<file path="src/rtl/ipr_pkg.sv">
package ipr_pkg;

   localparam int IPR_NUM_REGS = 6;
   localparam int IPR_NUM_SRC  = 18;
   localparam int IPR_FIELD_W  = 3;
   localparam int IPR_SRC_W    = 5;
   localparam int IPR_REG_W    = 16;
   localparam int IPR_DATA_W   = 32;
   localparam int IPR_IDX_W    = 3;

   typedef logic [IPR_REG_W-1:0]   ipr_word_t;
   typedef logic [IPR_FIELD_W-1:0] ipr_level_t;

   ////////////////////////////////////////////////////////////////////////////
   // Register map, byte addresses on the register bus
   localparam logic [7:0] IPR_OFS [IPR_NUM_REGS] = '{
      8'h00, 8'h04, 8'h08, 8'h0C, 8'h10, 8'h14};

   // Bits that hold a level field; all other bits are tied to zero
   localparam ipr_word_t IPR_IMPL_MASK [IPR_NUM_REGS] = '{
      16'h7777, 16'h7770, 16'h7777, 16'h0077, 16'h7777, 16'h0007};

   // Every field comes up at level four
   localparam ipr_level_t IPR_FIELD_RST = 3'h4;
   localparam ipr_word_t  IPR_RST_VAL [IPR_NUM_REGS] = '{
      16'h4444, 16'h4440, 16'h4444, 16'h0044, 16'h4444, 16'h0004};

   localparam ipr_level_t IPR_LVL_OFF = 3'h0;

   ////////////////////////////////////////////////////////////////////////////
   // Source numbering: register index and field lsb of each source
   // 0 timer_one_level       1 compare_one_level   2 capture_one_level
   // 3 ext_irq_zero_level    4 timer_two_level     5 compare_two_level
   // 6 capture_two_level     7 serial_one_rx_level 8 sync_serial_one_event_level
   // 9 sync_serial_one_fault_level 10 timer_three_level 11 adc_done_level
   // 12 serial_one_tx_level  13 pin_change_level   14 comparator_level
   // 15 two_wire_master_level 16 two_wire_slave_level 17 ext_irq_one_level
   localparam int IPR_SRC_REG [IPR_NUM_SRC] = '{
      0, 0, 0, 0, 1, 1, 1, 2, 2, 2, 2, 3, 3, 4, 4, 4, 4, 5};
   localparam int IPR_SRC_LSB [IPR_NUM_SRC] = '{
      12, 8, 4, 0, 12, 8, 4, 12, 8, 4, 0, 4, 0, 12, 8, 4, 0, 0};

   localparam logic [1:0] IPR_RESP_OKAY   = 2'h0;
   localparam logic [1:0] IPR_RESP_SLVERR = 2'h2;

   typedef struct packed {
      logic                 valid;
      logic [IPR_SRC_W-1:0] source;
      ipr_level_t           level;
   } ipr_req_s;

endpackage : ipr_pkg

</file>
<file path="src/rtl/ipr_arbiter.sv">
`timescale 1ns/1ps
module ipr_arbiter
   import ipr_pkg::*;
#(
   parameter int NUM_SRC = IPR_NUM_SRC
) (
   input  wire logic                           aclk,
   input  wire logic                           aresetn,
   input  wire logic [NUM_SRC*IPR_FIELD_W-1:0] levels,
   input  wire logic [NUM_SRC-1:0]             pending,
   output      ipr_req_s                       req
);

   if (NUM_SRC < 2 || NUM_SRC > (1 << IPR_SRC_W)) begin : g_bad_num
      $error("ipr_arbiter: NUM_SRC out of range");
   end

   ipr_req_s   req_ff;
   ipr_level_t best_lvl;
   logic [IPR_SRC_W-1:0] best_idx;
   logic [NUM_SRC-1:0]   pend_ff;

   ////////////////////////////////////////////////////////////////////////////
   // zero never wins
   // Strict compare: on equal levels the lower source number keeps the grant
   always_comb begin
      best_lvl = IPR_LVL_OFF;
      best_idx = '0;
      for (int i = 0; i < NUM_SRC; i++) begin
         if (pending[i] && (levels[i*IPR_FIELD_W +: IPR_FIELD_W] > best_lvl)) begin
            best_lvl = levels[i*IPR_FIELD_W +: IPR_FIELD_W];
            best_idx = IPR_SRC_W'(i);
         end
      end
   end

   always_ff @(posedge aclk) begin
      if (!aresetn) begin
         req_ff <= '0;
      end else begin
         req_ff.valid  <= (best_lvl != IPR_LVL_OFF);
         req_ff.source <= best_idx;
         req_ff.level  <= best_lvl;
      end
   end

   assign req = req_ff;

   // Pending vector as the grant saw it, indexed by the grant's own source
   always_ff @(posedge aclk) begin
      if (!aresetn) begin
         pend_ff <= '0;
      end else begin
         pend_ff <= pending;
      end
   end

   chk_disabled_never : assert property (
      @(posedge aclk) disable iff (!aresetn)
      req_ff.valid |-> (req_ff.level != IPR_LVL_OFF) && pend_ff[req_ff.source])
      else $error("granted source at level zero or not pending");

endmodule : ipr_arbiter

</file>
<file path="src/rtl/ipr_top.sv">
// Implementation choices: the placing of the registers and register access over AXI4-Lite.
`timescale 1ns/1ps
// Contract
// - Three-bit level field; 111 gives level 7, the highest.
// - Field value 001 gives level 1, lowest serviced level.
// - Field value 000 disables the source completely.
// - Unused bits, bit 15 and gaps, always read zero.
// - Reset loads 100 into every field, level 4.
// - Register 0: timer1 14-12, compare1 10-8, capture1 6-4, ext0 2-0.
// - Register 1: timer2 14-12, compare2 10-8, capture2 6-4; 3-0 unused.
// - Register 2: serial rx 14-12, spi event 10-8, spi fault 6-4, timer3 2-0.
// - Register 3: bits 15-7 unused; adc 6-4, serial tx 2-0.
// - Register 4: pin change, comparator, two-wire master, two-wire slave.
// - Register 5: only ext1 in bits 2-0.
// - Source with enable cleared never requests, whatever its level.
module ipr_top
   import ipr_pkg::*;
#(
   parameter int ADDR_W = 8
) (
   input  wire logic                   aclk,
   input  wire logic                   aresetn,
   input  wire logic [ADDR_W-1:0]      s_axi_awaddr,
   input  wire logic                   s_axi_awvalid,
   output      logic                   s_axi_awready,
   input  wire logic [IPR_DATA_W-1:0]  s_axi_wdata,
   input  wire logic [3:0]             s_axi_wstrb,
   input  wire logic                   s_axi_wvalid,
   output      logic                   s_axi_wready,
   output      logic [1:0]             s_axi_bresp,
   output      logic                   s_axi_bvalid,
   input  wire logic                   s_axi_bready,
   input  wire logic [ADDR_W-1:0]      s_axi_araddr,
   input  wire logic                   s_axi_arvalid,
   output      logic                   s_axi_arready,
   output      logic [IPR_DATA_W-1:0]  s_axi_rdata,
   output      logic [1:0]             s_axi_rresp,
   output      logic                   s_axi_rvalid,
   input  wire logic                   s_axi_rready,
   input  wire logic [IPR_NUM_SRC-1:0] src_flag,
   input  wire logic [IPR_NUM_SRC-1:0] src_enable,
   output      ipr_req_s               irq_req
);

   if (ADDR_W < 5 || ADDR_W > 32) begin : g_bad_addr
      $error("ipr_top: ADDR_W out of range");
   end

   ////////////////////////////////////////////////////////////////////////////
   // Address decode, shared by the read and the write path

   function automatic logic reg_hit(input logic [ADDR_W-1:0] addr);
      logic hit;
      hit = 1'b0;
      for (int i = 0; i < IPR_NUM_REGS; i++) begin
         if ({addr[ADDR_W-1:2], 2'b00} == ADDR_W'(IPR_OFS[i])) begin
            hit = 1'b1;
         end
      end
      return hit;
   endfunction : reg_hit

   function automatic logic [IPR_IDX_W-1:0] reg_idx(input logic [ADDR_W-1:0] addr);
      logic [IPR_IDX_W-1:0] idx;
      idx = '0;
      for (int i = 0; i < IPR_NUM_REGS; i++) begin
         if ({addr[ADDR_W-1:2], 2'b00} == ADDR_W'(IPR_OFS[i])) begin
            idx = IPR_IDX_W'(i);
         end
      end
      return idx;
   endfunction : reg_idx

   ////////////////////////////////////////////////////////////////////////////
   // Declarations

   ipr_word_t             prio_ff [IPR_NUM_REGS];
   logic                  awready_ff;
   logic                  wready_ff;
   logic                  aw_held_ff;
   logic                  w_held_ff;
   logic [ADDR_W-1:0]     awaddr_ff;
   logic [IPR_DATA_W-1:0] wdata_ff;
   logic [3:0]            wstrb_ff;
   logic                  bvalid_ff;
   logic [1:0]            bresp_ff;
   logic                  arready_ff;
   logic                  rd_pend_ff;
   logic [ADDR_W-1:0]     araddr_ff;
   logic                  rvalid_ff;
   logic [IPR_DATA_W-1:0] rdata_ff;
   logic [1:0]            rresp_ff;
   logic                  wr_fire;
   logic                  wr_hit;
   logic [IPR_IDX_W-1:0]  widx;
   ipr_word_t             nxt_prio;
   logic [IPR_NUM_SRC*IPR_FIELD_W-1:0] lvl_vec;
   logic [IPR_NUM_SRC-1:0]             pending;

   ////////////////////////////////////////////////////////////////////////////
   // Write address channel

   always_ff @(posedge aclk) begin
      if (!aresetn) begin
         awready_ff <= 1'b0;
         aw_held_ff <= 1'b0;
         awaddr_ff  <= '0;
      end else if (s_axi_awvalid && awready_ff) begin
         awready_ff <= 1'b0;
         aw_held_ff <= 1'b1;
         awaddr_ff  <= s_axi_awaddr;
      end else if (wr_fire) begin
         awready_ff <= 1'b1;
         aw_held_ff <= 1'b0;
      end else if (!aw_held_ff) begin
         awready_ff <= 1'b1;
      end
   end

   ////////////////////////////////////////////////////////////////////////////
   // Write data channel

   always_ff @(posedge aclk) begin
      if (!aresetn) begin
         wready_ff <= 1'b0;
         w_held_ff <= 1'b0;
         wdata_ff  <= '0;
         wstrb_ff  <= '0;
      end else if (s_axi_wvalid && wready_ff) begin
         wready_ff <= 1'b0;
         w_held_ff <= 1'b1;
         wdata_ff  <= s_axi_wdata;
         wstrb_ff  <= s_axi_wstrb;
      end else if (wr_fire) begin
         wready_ff <= 1'b1;
         w_held_ff <= 1'b0;
      end else if (!w_held_ff) begin
         wready_ff <= 1'b1;
      end
   end

   // Address and data may arrive in either order; the write waits for both
   // and for the previous response to be taken
   assign wr_fire = aw_held_ff && w_held_ff && !bvalid_ff;
   assign wr_hit  = reg_hit(awaddr_ff);
   assign widx    = reg_idx(awaddr_ff);

   ////////////////////////////////////////////////////////////////////////////
   // Write response

   always_ff @(posedge aclk) begin
      if (!aresetn) begin
         bvalid_ff <= 1'b0;
         bresp_ff  <= IPR_RESP_OKAY;
      end else if (wr_fire) begin
         bvalid_ff <= 1'b1;
         bresp_ff  <= wr_hit ? IPR_RESP_OKAY : IPR_RESP_SLVERR;
      end else if (s_axi_bready) begin
         bvalid_ff <= 1'b0;
      end
   end

   ////////////////////////////////////////////////////////////////////////////
   // Priority registers

   // unused bits masked
   // Only lanes 0 and 1 carry register bits; lanes 2 and 3 are dropped
   always_comb begin
      nxt_prio = prio_ff[widx];
      if (wstrb_ff[0]) begin
         nxt_prio[7:0] = wdata_ff[7:0];
      end
      if (wstrb_ff[1]) begin
         nxt_prio[15:8] = wdata_ff[15:8];
      end
      nxt_prio = nxt_prio & IPR_IMPL_MASK[widx];
   end

   always_ff @(posedge aclk) begin
      if (!aresetn) begin
         for (int i = 0; i < IPR_NUM_REGS; i++) begin
            prio_ff[i] <= IPR_RST_VAL[i];
         end
      end else if (wr_fire && wr_hit) begin
         prio_ff[widx] <= nxt_prio;
      end
   end

   ////////////////////////////////////////////////////////////////////////////
   // Read channels

   always_ff @(posedge aclk) begin
      if (!aresetn) begin
         arready_ff <= 1'b0;
         rd_pend_ff <= 1'b0;
         araddr_ff  <= '0;
      end else if (s_axi_arvalid && arready_ff) begin
         arready_ff <= 1'b0;
         rd_pend_ff <= 1'b1;
         araddr_ff  <= s_axi_araddr;
      end else if (rd_pend_ff) begin
         rd_pend_ff <= 1'b0;
      end else if (!rvalid_ff) begin
         arready_ff <= 1'b1;
      end
   end

   always_ff @(posedge aclk) begin
      if (!aresetn) begin
         rvalid_ff <= 1'b0;
         rdata_ff  <= '0;
         rresp_ff  <= IPR_RESP_OKAY;
      end else if (rd_pend_ff) begin
         rvalid_ff <= 1'b1;
         if (reg_hit(araddr_ff)) begin
            rdata_ff <= {{(IPR_DATA_W-IPR_REG_W){1'b0}}, prio_ff[reg_idx(araddr_ff)]};
            rresp_ff <= IPR_RESP_OKAY;
         end else begin
            rdata_ff <= '0;
            rresp_ff <= IPR_RESP_SLVERR;
         end
      end else if (s_axi_rready) begin
         rvalid_ff <= 1'b0;
      end
   end

   assign s_axi_awready = awready_ff;
   assign s_axi_wready  = wready_ff;
   assign s_axi_bvalid  = bvalid_ff;
   assign s_axi_bresp   = bresp_ff;
   assign s_axi_arready = arready_ff;
   assign s_axi_rvalid  = rvalid_ff;
   assign s_axi_rdata   = rdata_ff;
   assign s_axi_rresp   = rresp_ff;

   ////////////////////////////////////////////////////////////////////////////
   // Field extraction and request gating

   for (genvar g = 0; g < IPR_NUM_SRC; g++) begin : g_src
      assign lvl_vec[g*IPR_FIELD_W +: IPR_FIELD_W] =
         prio_ff[IPR_SRC_REG[g]][IPR_SRC_LSB[g] +: IPR_FIELD_W];
   end

   assign pending = src_flag & src_enable;

   ipr_arbiter #(
      .NUM_SRC (IPR_NUM_SRC)
   ) u_arbiter (
      .aclk    (aclk),
      .aresetn (aresetn),
      .levels  (lvl_vec),
      .pending (pending),
      .req     (irq_req)
   );

   ////////////////////////////////////////////////////////////////////////////
   // Checks

   logic                 rst_match;
   logic                 lw_vld_ff;
   logic [IPR_IDX_W-1:0] lw_idx_ff;
   logic [7:0]           lw_low_ff;
   logic [IPR_NUM_SRC-1:0]             src_en_ff;
   logic [IPR_NUM_SRC-1:0]             src_fl_ff;
   logic [IPR_NUM_SRC*IPR_FIELD_W-1:0] lvl_vec_ff;

   always_comb begin
      rst_match = 1'b1;
      for (int i = 0; i < IPR_NUM_REGS; i++) begin
         if (prio_ff[i] != IPR_RST_VAL[i]) begin
            rst_match = 1'b0;
         end
      end
   end

   always_ff @(posedge aclk) begin
      if (!aresetn) begin
         lw_vld_ff <= 1'b0;
         lw_idx_ff <= '0;
         lw_low_ff <= '0;
         src_en_ff  <= '0;
         src_fl_ff  <= '0;
         lvl_vec_ff <= '0;
      end else begin
         src_en_ff  <= src_enable;
         src_fl_ff  <= src_flag;
         lvl_vec_ff <= lvl_vec;
         lw_vld_ff <= wr_fire && wr_hit && wstrb_ff[0];
         lw_idx_ff <= widx;
         lw_low_ff <= wdata_ff[7:0] & IPR_IMPL_MASK[widx][7:0];
      end
   end

   chk_reset_value : assert property (
      @(posedge aclk) disable iff (!aresetn)
      ($past(aresetn) == 1'b0) |-> rst_match)
      else $error("registers not at level four after reset");

   chk_unimpl_zero : assert property (
      @(posedge aclk) disable iff (!aresetn)
      (prio_ff[1] & ~IPR_IMPL_MASK[1]) == '0 && (prio_ff[3] & ~IPR_IMPL_MASK[3]) == '0
      && (prio_ff[5] & ~IPR_IMPL_MASK[5]) == '0 && (prio_ff[0] & ~IPR_IMPL_MASK[0]) == '0
      && (prio_ff[2] & ~IPR_IMPL_MASK[2]) == '0 && (prio_ff[4] & ~IPR_IMPL_MASK[4]) == '0)
      else $error("unused register bit set");

   chk_read_upper : assert property (
      @(posedge aclk) disable iff (!aresetn)
      s_axi_rvalid |-> (s_axi_rdata[IPR_DATA_W-1:IPR_REG_W] == '0)
                       && ((s_axi_rdata[IPR_REG_W-1:0] & 16'h8888) == 16'h0000))
      else $error("read data carries bits outside the fields");

   chk_write_lands : assert property (
      @(posedge aclk) disable iff (!aresetn)
      lw_vld_ff |-> prio_ff[lw_idx_ff][7:0] == lw_low_ff)
      else $error("low byte write did not land");

   chk_write_resp : assert property (
      @(posedge aclk) disable iff (!aresetn)
      wr_fire |=> s_axi_bvalid && (s_axi_bresp == ($past(wr_hit) ? IPR_RESP_OKAY
                                                               : IPR_RESP_SLVERR)))
      else $error("write response missing or wrong");

   chk_enable_gate : assert property (
      @(posedge aclk) disable iff (!aresetn)
      irq_req.valid |-> src_en_ff[irq_req.source] && src_fl_ff[irq_req.source])
      else $error("request from a disabled source");

   chk_level_match : assert property (
      @(posedge aclk) disable iff (!aresetn)
      irq_req.valid |-> irq_req.level == lvl_vec_ff[irq_req.source*IPR_FIELD_W +: IPR_FIELD_W])
      else $error("granted level differs from field value");

   chk_rdata_hold : assert property (
      @(posedge aclk) disable iff (!aresetn)
      s_axi_rvalid && !s_axi_rready |=> s_axi_rvalid && $stable(s_axi_rdata))
      else $error("read data dropped before taken");

   chk_read_latency : assert property (
      @(posedge aclk) disable iff (!aresetn)
      s_axi_arvalid && s_axi_arready |=> ##1 s_axi_rvalid)
      else $error("read answer not two cycles after address");

endmodule : ipr_top

</file>
<file path="config.mk">
export PLATFORM = sky130hd
export DESIGN_NAME = ipr_top
export DESIGN_NICKNAME = d
export VERILOG_FILES = /design/src/rtl/ipr_pkg.sv /design/src/rtl/ipr_arbiter.sv /design/src/rtl/ipr_top.sv
export SDC_FILE = /design/constraint.sdc
export NUM_CORES = 1
export LEC_CHECK = 0
export BUFFER_PORTS_ARGS = -buffer_cell sky130_fd_sc_hd__buf_2
export CAP_MARGIN = 20
export CELL_PAD_IN_SITES_DETAIL_PLACEMENT = 1
export CELL_PAD_IN_SITES_GLOBAL_PLACEMENT = 1
export CORE_MARGIN = 2
export CORE_UTILIZATION = 45
export CTS_CLUSTER_DIAMETER = 200
export DETAILED_ROUTE_END_ITERATION = 10
export PLACE_DENSITY_LB_ADDON = 0.1
export SYNTH_ARGS = -nofsm -noshare
export SYNTH_HDL_FRONTEND = slang
export SYNTH_SLANG_ARGS = --single-unit
</file>
<file path="constraint.sdc">
create_clock -name aclk -period 57.9 [get_ports aclk]
set_clock_uncertainty 0.05 [all_clocks]
set_input_delay 17.37 -clock aclk [delete_from_list [all_inputs] [get_ports aclk]]
set_output_delay 17.37 -clock aclk [all_outputs]
set_load 0.005 [all_outputs]
</file>
==> results of run 1 <==
Yosys cell counts, drive strengths merged (5+ instances only):
library cell	n	area [um2]
nand3	60	300
a21boi	33	248
o221ai	11	103
o211ai	25	201
a211oi	8	65.1
a31oi	9	92.6
o211a	15	150
nor2b	14	95.1
clkbuf	36	136
nand2b	8	50.1
a21oi	36	210
nor2	73	274
edfxtp	72	2160
buf	28	190
o31ai	11	111
mux2i	21	210
nor3	26	140
a21o	6	46.3
ha	23	288
nor3b	7	52.6
nand2	162	608
o21ai	28	140
a221oi	5	50.0
maj3	6	60.1
o21a	12	90.1
and2	22	138
nand4	7	43.8
inv	36	135
dfxtp	57	1140
and3	15	93.8
o311a	5	61.3
or3	8	50.1
mux4	11	248
o2111ai	8	76.3
metrics by stage:
step | std cells | power (mW) | hold WS, ns | worst slack [ns]
after floorplan | 990 | 0.151 | 0.388 | 19.43
after global placement | 1261 | 0.167 | 0.400 | 16.78
after detailed placement | 1261 | 0.168 | 0.407 | 16.30
after CTS | 1293 | 0.267 | 0.415 | 16.62
after global routing | 1293 | 0.280 | 0.440 | 14.23
final | 1293 | 0.266 | 0.412 | 16.52
area by class of cell:
type | instances | area (um2)
timing repair buffer | 101 | 518
inverter | 36 | 135
tap | 234 | 293
clock buffer | 22 | 484
sequential | 129 | 3300
multi-input combinational | 761 | 4960
fill | 2224 | 8960
clock inverter | 10 | 60.1
sequential cells by signal, summed over array words and instances (netlist names):
signal	cells
prio_ff	72
s_axi_rdata	12
wdata_ff	12
u_arbiter.req	9
araddr_ff	6
awaddr_ff	6
wstrb_ff	2
aw_held_ff	1
rd_pend_ff	1
s_axi_arready	1
s_axi_awready	1
s_axi_bresp	1
s_axi_bvalid	1
s_axi_rresp	1
s_axi_rvalid	1
s_axi_wready	1
w_held_ff	1
kinds of logic (layout without fill, tap and decap cells):
family | after synthesis | count (layout) | share of synthesized area
compound gates | 249 | 249 | 0.233
fa+ha+maj | 29 | 29 | 0.0405
buf+inv | 100 | 169 | 0.0537
flops | 129 | 129 | 0.384
mux | 36 | 36 | 0.0585
other cells | 1 | 31 | 0.000436
simple gates | 416 | 416 | 0.229
path summary, 6_finish.rpt:
path             startpoint               end  cells past startpoint
max             src_flag[0]  u_arbiter.req[8]                    115
min            awaddr_ff[7]      awaddr_ff[7]                      2
max reg2reg  prio_ff[0][14]  u_arbiter.req[8]                    114
min reg2reg    awaddr_ff[7]      awaddr_ff[7]                      2
worst max-delay path: cells and delay by family:
kind,cells,cell delay (ns)
muxes,1,0.36
and+or+nand+nor,47,6.77
buffers and inverters,2,0.22
adders and majority gates,20,5.85
AOI/OAI and AO/OA,45,11.01
power groups by stage:
stage	combinational, mW	clock (mW)	sequential [mW]
floorplan	0.0449	0	0.106
global placement	0.0588	0	0.108
detailed placement	0.0600	0	0.108
CTS	0.0607	0.100	0.106
global route	0.0687	0.104	0.107
finish	0.0607	0.0991	0.106
metal layers:
layer	vias up	global-route usage
li1	3700	-
met1	3886	0.373
met3	45	0.0575
met4	0	0.0884
met2	289	0.455
met5	-	0
==> impl_metrics.json, run 1 <==
{
  "status": "completed",
  "synth.distinct_cells": 88,
  "maxCapViolations": 0,
  "dieArea_um2": 20200,
  "antenna_found_initial": 0,
  "initial_utilization": 0.460,
  "max_slew_margin": 0.269,
  "clock-sinks": 129,
  "setup-tns-final_ns": 0,
  "slew_viol_final": 0,
  "final_cell_mix": "162 x nand2_1, 96 x buf_2, 73 x nor2_1",
  "track_usage": 0.279,
  "dr_wl_met2_um": 13000,
  "clk_latency_ns": 0.42,
  "ys_seq_elements": 129,
  "p_sw_mw": 0.0809,
  "cts_hold_buf": 0,
  "io_buffers": 96,
  "p_int_mw": 0.185,
  "p_seq_frac": 0.400,
  "cts_max_level": 4,
  "drt_iter0_drc": 583,
  "pwr-share-comb": 0.228,
  "r2r_slack_ns": 33.09,
  "die_x_um": 142,
  "route.top_layer_used": "met4",
  "wirelength_um": 27400,
  "wl_met1_um": 12000,
  "rsz0062_at_grt": "false",
  "p_clk_frac": 0.372,
  "power_leakage_nw": 3.85,
  "drive_above_1_share": 0.168,
  "synth_edf_count": 72,
  "post_drt_wl_per_cell_um": 21.2,
  "clockBufferDepth": 2,
  "vias": 7920,
  "core_area_um2": 18700,
  "syn_area_um2": 8600,
  "grt_pass1_wl_um": 43100,
  "path_class": "input pin to register",
  "synthToLayoutAreaGrowth_pct": 13.4,
  "final_common_cell": "nand2_1",
  "synthFlopType": "edfxtp_1",
  "end_kind": "register",
  "switching_share": 0.304,
  "power.density_nw_per_um2": 27.3,
  "cts_resized": 0,
  "critPathLaunchType": "input pin",
  "ant_nets": 0,
  "root_buffer": "clkbuf_16",
  "ys_async_sr_fraction": 0,
  "dr.pass1.iters": 5,
  "yosys_warnings": 0,
  "min_period_ns": 41.38,
  "worstPathArrival_ns": 41.62,
  "met3_length_um": 1740,
  "nets": 1164,
  "synth_cells": 960,
  "crit_fanout": 10,
  "postCtsSetupBuffers": 0,
  "viasPerCell": 6.13,
  "numCtsBuffers": 17,
  "clock.fmax_mhz": 24.2,
  "die_h_um": 142,
  "dp.final_hpwl_um": 20400,
  "period_share": 0.715,
  "hold_violations": 0,
  "num_rows": 50,
  "gp_congestion": 0.883,
  "slowest_stage": "a32oi_1",
  "critPathRequiredTime_ns": 58.15,
  "dpl-instance-area_um2": 9210,
  "ir_drop_uv": 21.8,
  "postLayoutCoreUtil": 0.521,
  "cpMostUsedCell": "nor2_1",
  "drc": 0,
  "io_pins": 145,
  "worst_pin_slew_ns": 1.09,
  "stdcell_area_um2": 9750,
  "finalSetupViolations": 0,
  "grt_start_max_net_pins": 64,
  "syn_avg_cell_area_um2": 8.96,
  "cts_tree": "built",
  "max_stage_delay_ns": 0.57,
  "hp-class": "register to register",
  "clk_pin_slew_ns": 0.05,
  "grt_pass1_vias": 7720,
  "ys_seq_area_frac": 0.384,
  "overflow": 0,
  "diodes": 0
}
No activity file was read; power rests on OpenSTA's default activity.
==> run 2: changes to the inputs <==
- CORE_UTILIZATION: 45 -> 43
- clock period: 57.9 -> 40.5 ns (I/O delays scaled with it)
==> impl_metrics.json, run 2 (synthesis gave the netlist of run 1 again) <==
{
  "status": "completed",
  "num_rows": 51,
  "clock-sinks": 129,
  "min_period_ns": 35.93,
  "clk_pin_slew_ns": 0.06,
  "finalSetupViolations": 0,
  "hold_violations": 0,
  "postCtsSetupBuffers": 0,
  "final_common_cell": "nand2_1",
  "vias": 7845,
  "path_class": "input pin to register",
  "grt_pass1_vias": 7813,
  "clock.fmax_mhz": 27.8,
  "power_leakage_nw": 3.86,
  "end_kind": "register",
  "final_cells": 1325,
  "maxCapViolations": 0,
  "slowest_stage": "a32oi_1",
  "cpMostUsedCell": "nor2_1",
  "hp-class": "register to register",
  "dieArea_um2": 21100,
  "worst_pin_slew_ns": 1.02,
  "antenna_found_initial": 0,
  "drc": 0,
  "slew_viol_final": 0,
  "diodes": 0,
  "dp.cells": 1293,
  "clockBufferDepth": 2,
  "grt_pass1_wl_um": 43700,
  "final_cell_mix": "162 x nand2_1, 96 x buf_2, 73 x nor2_1",
  "io_buffers": 96,
  "gp_congestion": 0.869,
  "place_ws_ns": 4.23,
  "post_drt_wl_per_cell_um": 20.8,
  "root_buffer": "clkbuf_16",
  "numCtsBuffers": 17,
  "drt_iter0_drc": 657,
  "dp.final_hpwl_um": 20600,
  "largest_reg_flops": 72,
  "core_area_um2": 19500,
  "fin_ws_ns": 4.57,
  "critPathLaunchType": "input pin",
  "power.density_nw_per_um2": 39.3,
  "crit_fanout": 10,
  "worstPathArrival_ns": 36.19,
  "clk_latency_ns": 0.43,
  "die_x_um": 145,
  "rsz0062_at_grt": "false",
  "fill_cells": 2342,
  "io_pins": 145,
  "dr.pass1.iters": 5,
  "cts_hold_buf": 0,
  "synthToLayoutAreaGrowth_pct": 14.1,
  "power.total_mw": 0.385,
  "nets": 1165,
  "ant_nets": 0,
  "die_h_um": 145,
  "max_slew_margin": 0.318,
  "ir_drop_uv": 29.9,
  "largest_register": "prio_ff",
  "grt_start_max_net_pins": 63,
  "wirelength_um": 27600,
  "register_area_um2": 3300,
  "hold-worst-slack_ns": 0.413,
  "critPathRequiredTime_ns": 40.76,
  "initial_utilization": 0.440,
  "period_share": 0.887,
  "track_usage": 0.264,
  "viasPerCell": 5.92,
  "cts_resized": 0,
  "cts_tree": "built",
  "setup-tns-final_ns": 0,
  "overflow": 0,
  "drive_above_1_share": 0.171,
  "cts_max_level": 4,
  "multi_input_area_um2": 4950,
  "max_stage_delay_ns": 0.57
}
run 2: worst max-delay path: cells and delay by family:
family | cells | cell delay, ns
simple gates | 47 | 7.27
mux | 1 | 0.37
fa+ha+maj | 21 | 6.24
buf+inv | 2 | 0.22
compound gates | 44 | 9.87
run 2: stage by stage:
| step | cell area (um2) | util |
|---|---|---|
| CTS | 9810 | 0.502 |
| floorplan | 8710 | - |
| global route | 9810 | 0.502 |
| detailed placement | 9250 | 0.474 |
| finish | 9810 | 0.502 |
| global placement | 9250 | 0.474 |
run 2: per-layer routing:
| metal | up-vias | part of all wire | track usage |
|---|---|---|---|
| li1 | 3699 | - | - |
| met1 | 3809 | 0.44 | 0.355 |
| met2 | 281 | 0.47 | 0.433 |
| met3 | 56 | 0.063 | 0.0455 |
| met4 | 0 | 0.026 | 0.0931 |
| met5 | - | 0 | 0 |
run 2: where the power goes:
part / switching (mW) / internal [mW]
Clock: 0.0615 / 0.0852
Sequential: 0.00656 / 0.145
Combinational: 0.0513 / 0.0357
run 2: area by class of cell:
type,count,area share
Clock buffer,21,0.0491
Clock inverter,11,0.00816
Sequential cell,129,0.337
Tap cell,265,0.0338
Timing Repair Buffer,102,0.0536
Multi-Input combinational cell,761,0.505
Inverter,36,0.0138
run 2: worst paths after layout:
kind         cells past startpoint      startpoint  slack [ns]               end
max                            115     src_flag[0]        4.57  u_arbiter.req[8]
min                              2    wdata_ff[14]        0.41      wdata_ff[14]
max reg2reg                    114  prio_ff[0][14]       15.91  u_arbiter.req[8]
min reg2reg                      2    wdata_ff[14]        0.41      wdata_ff[14]
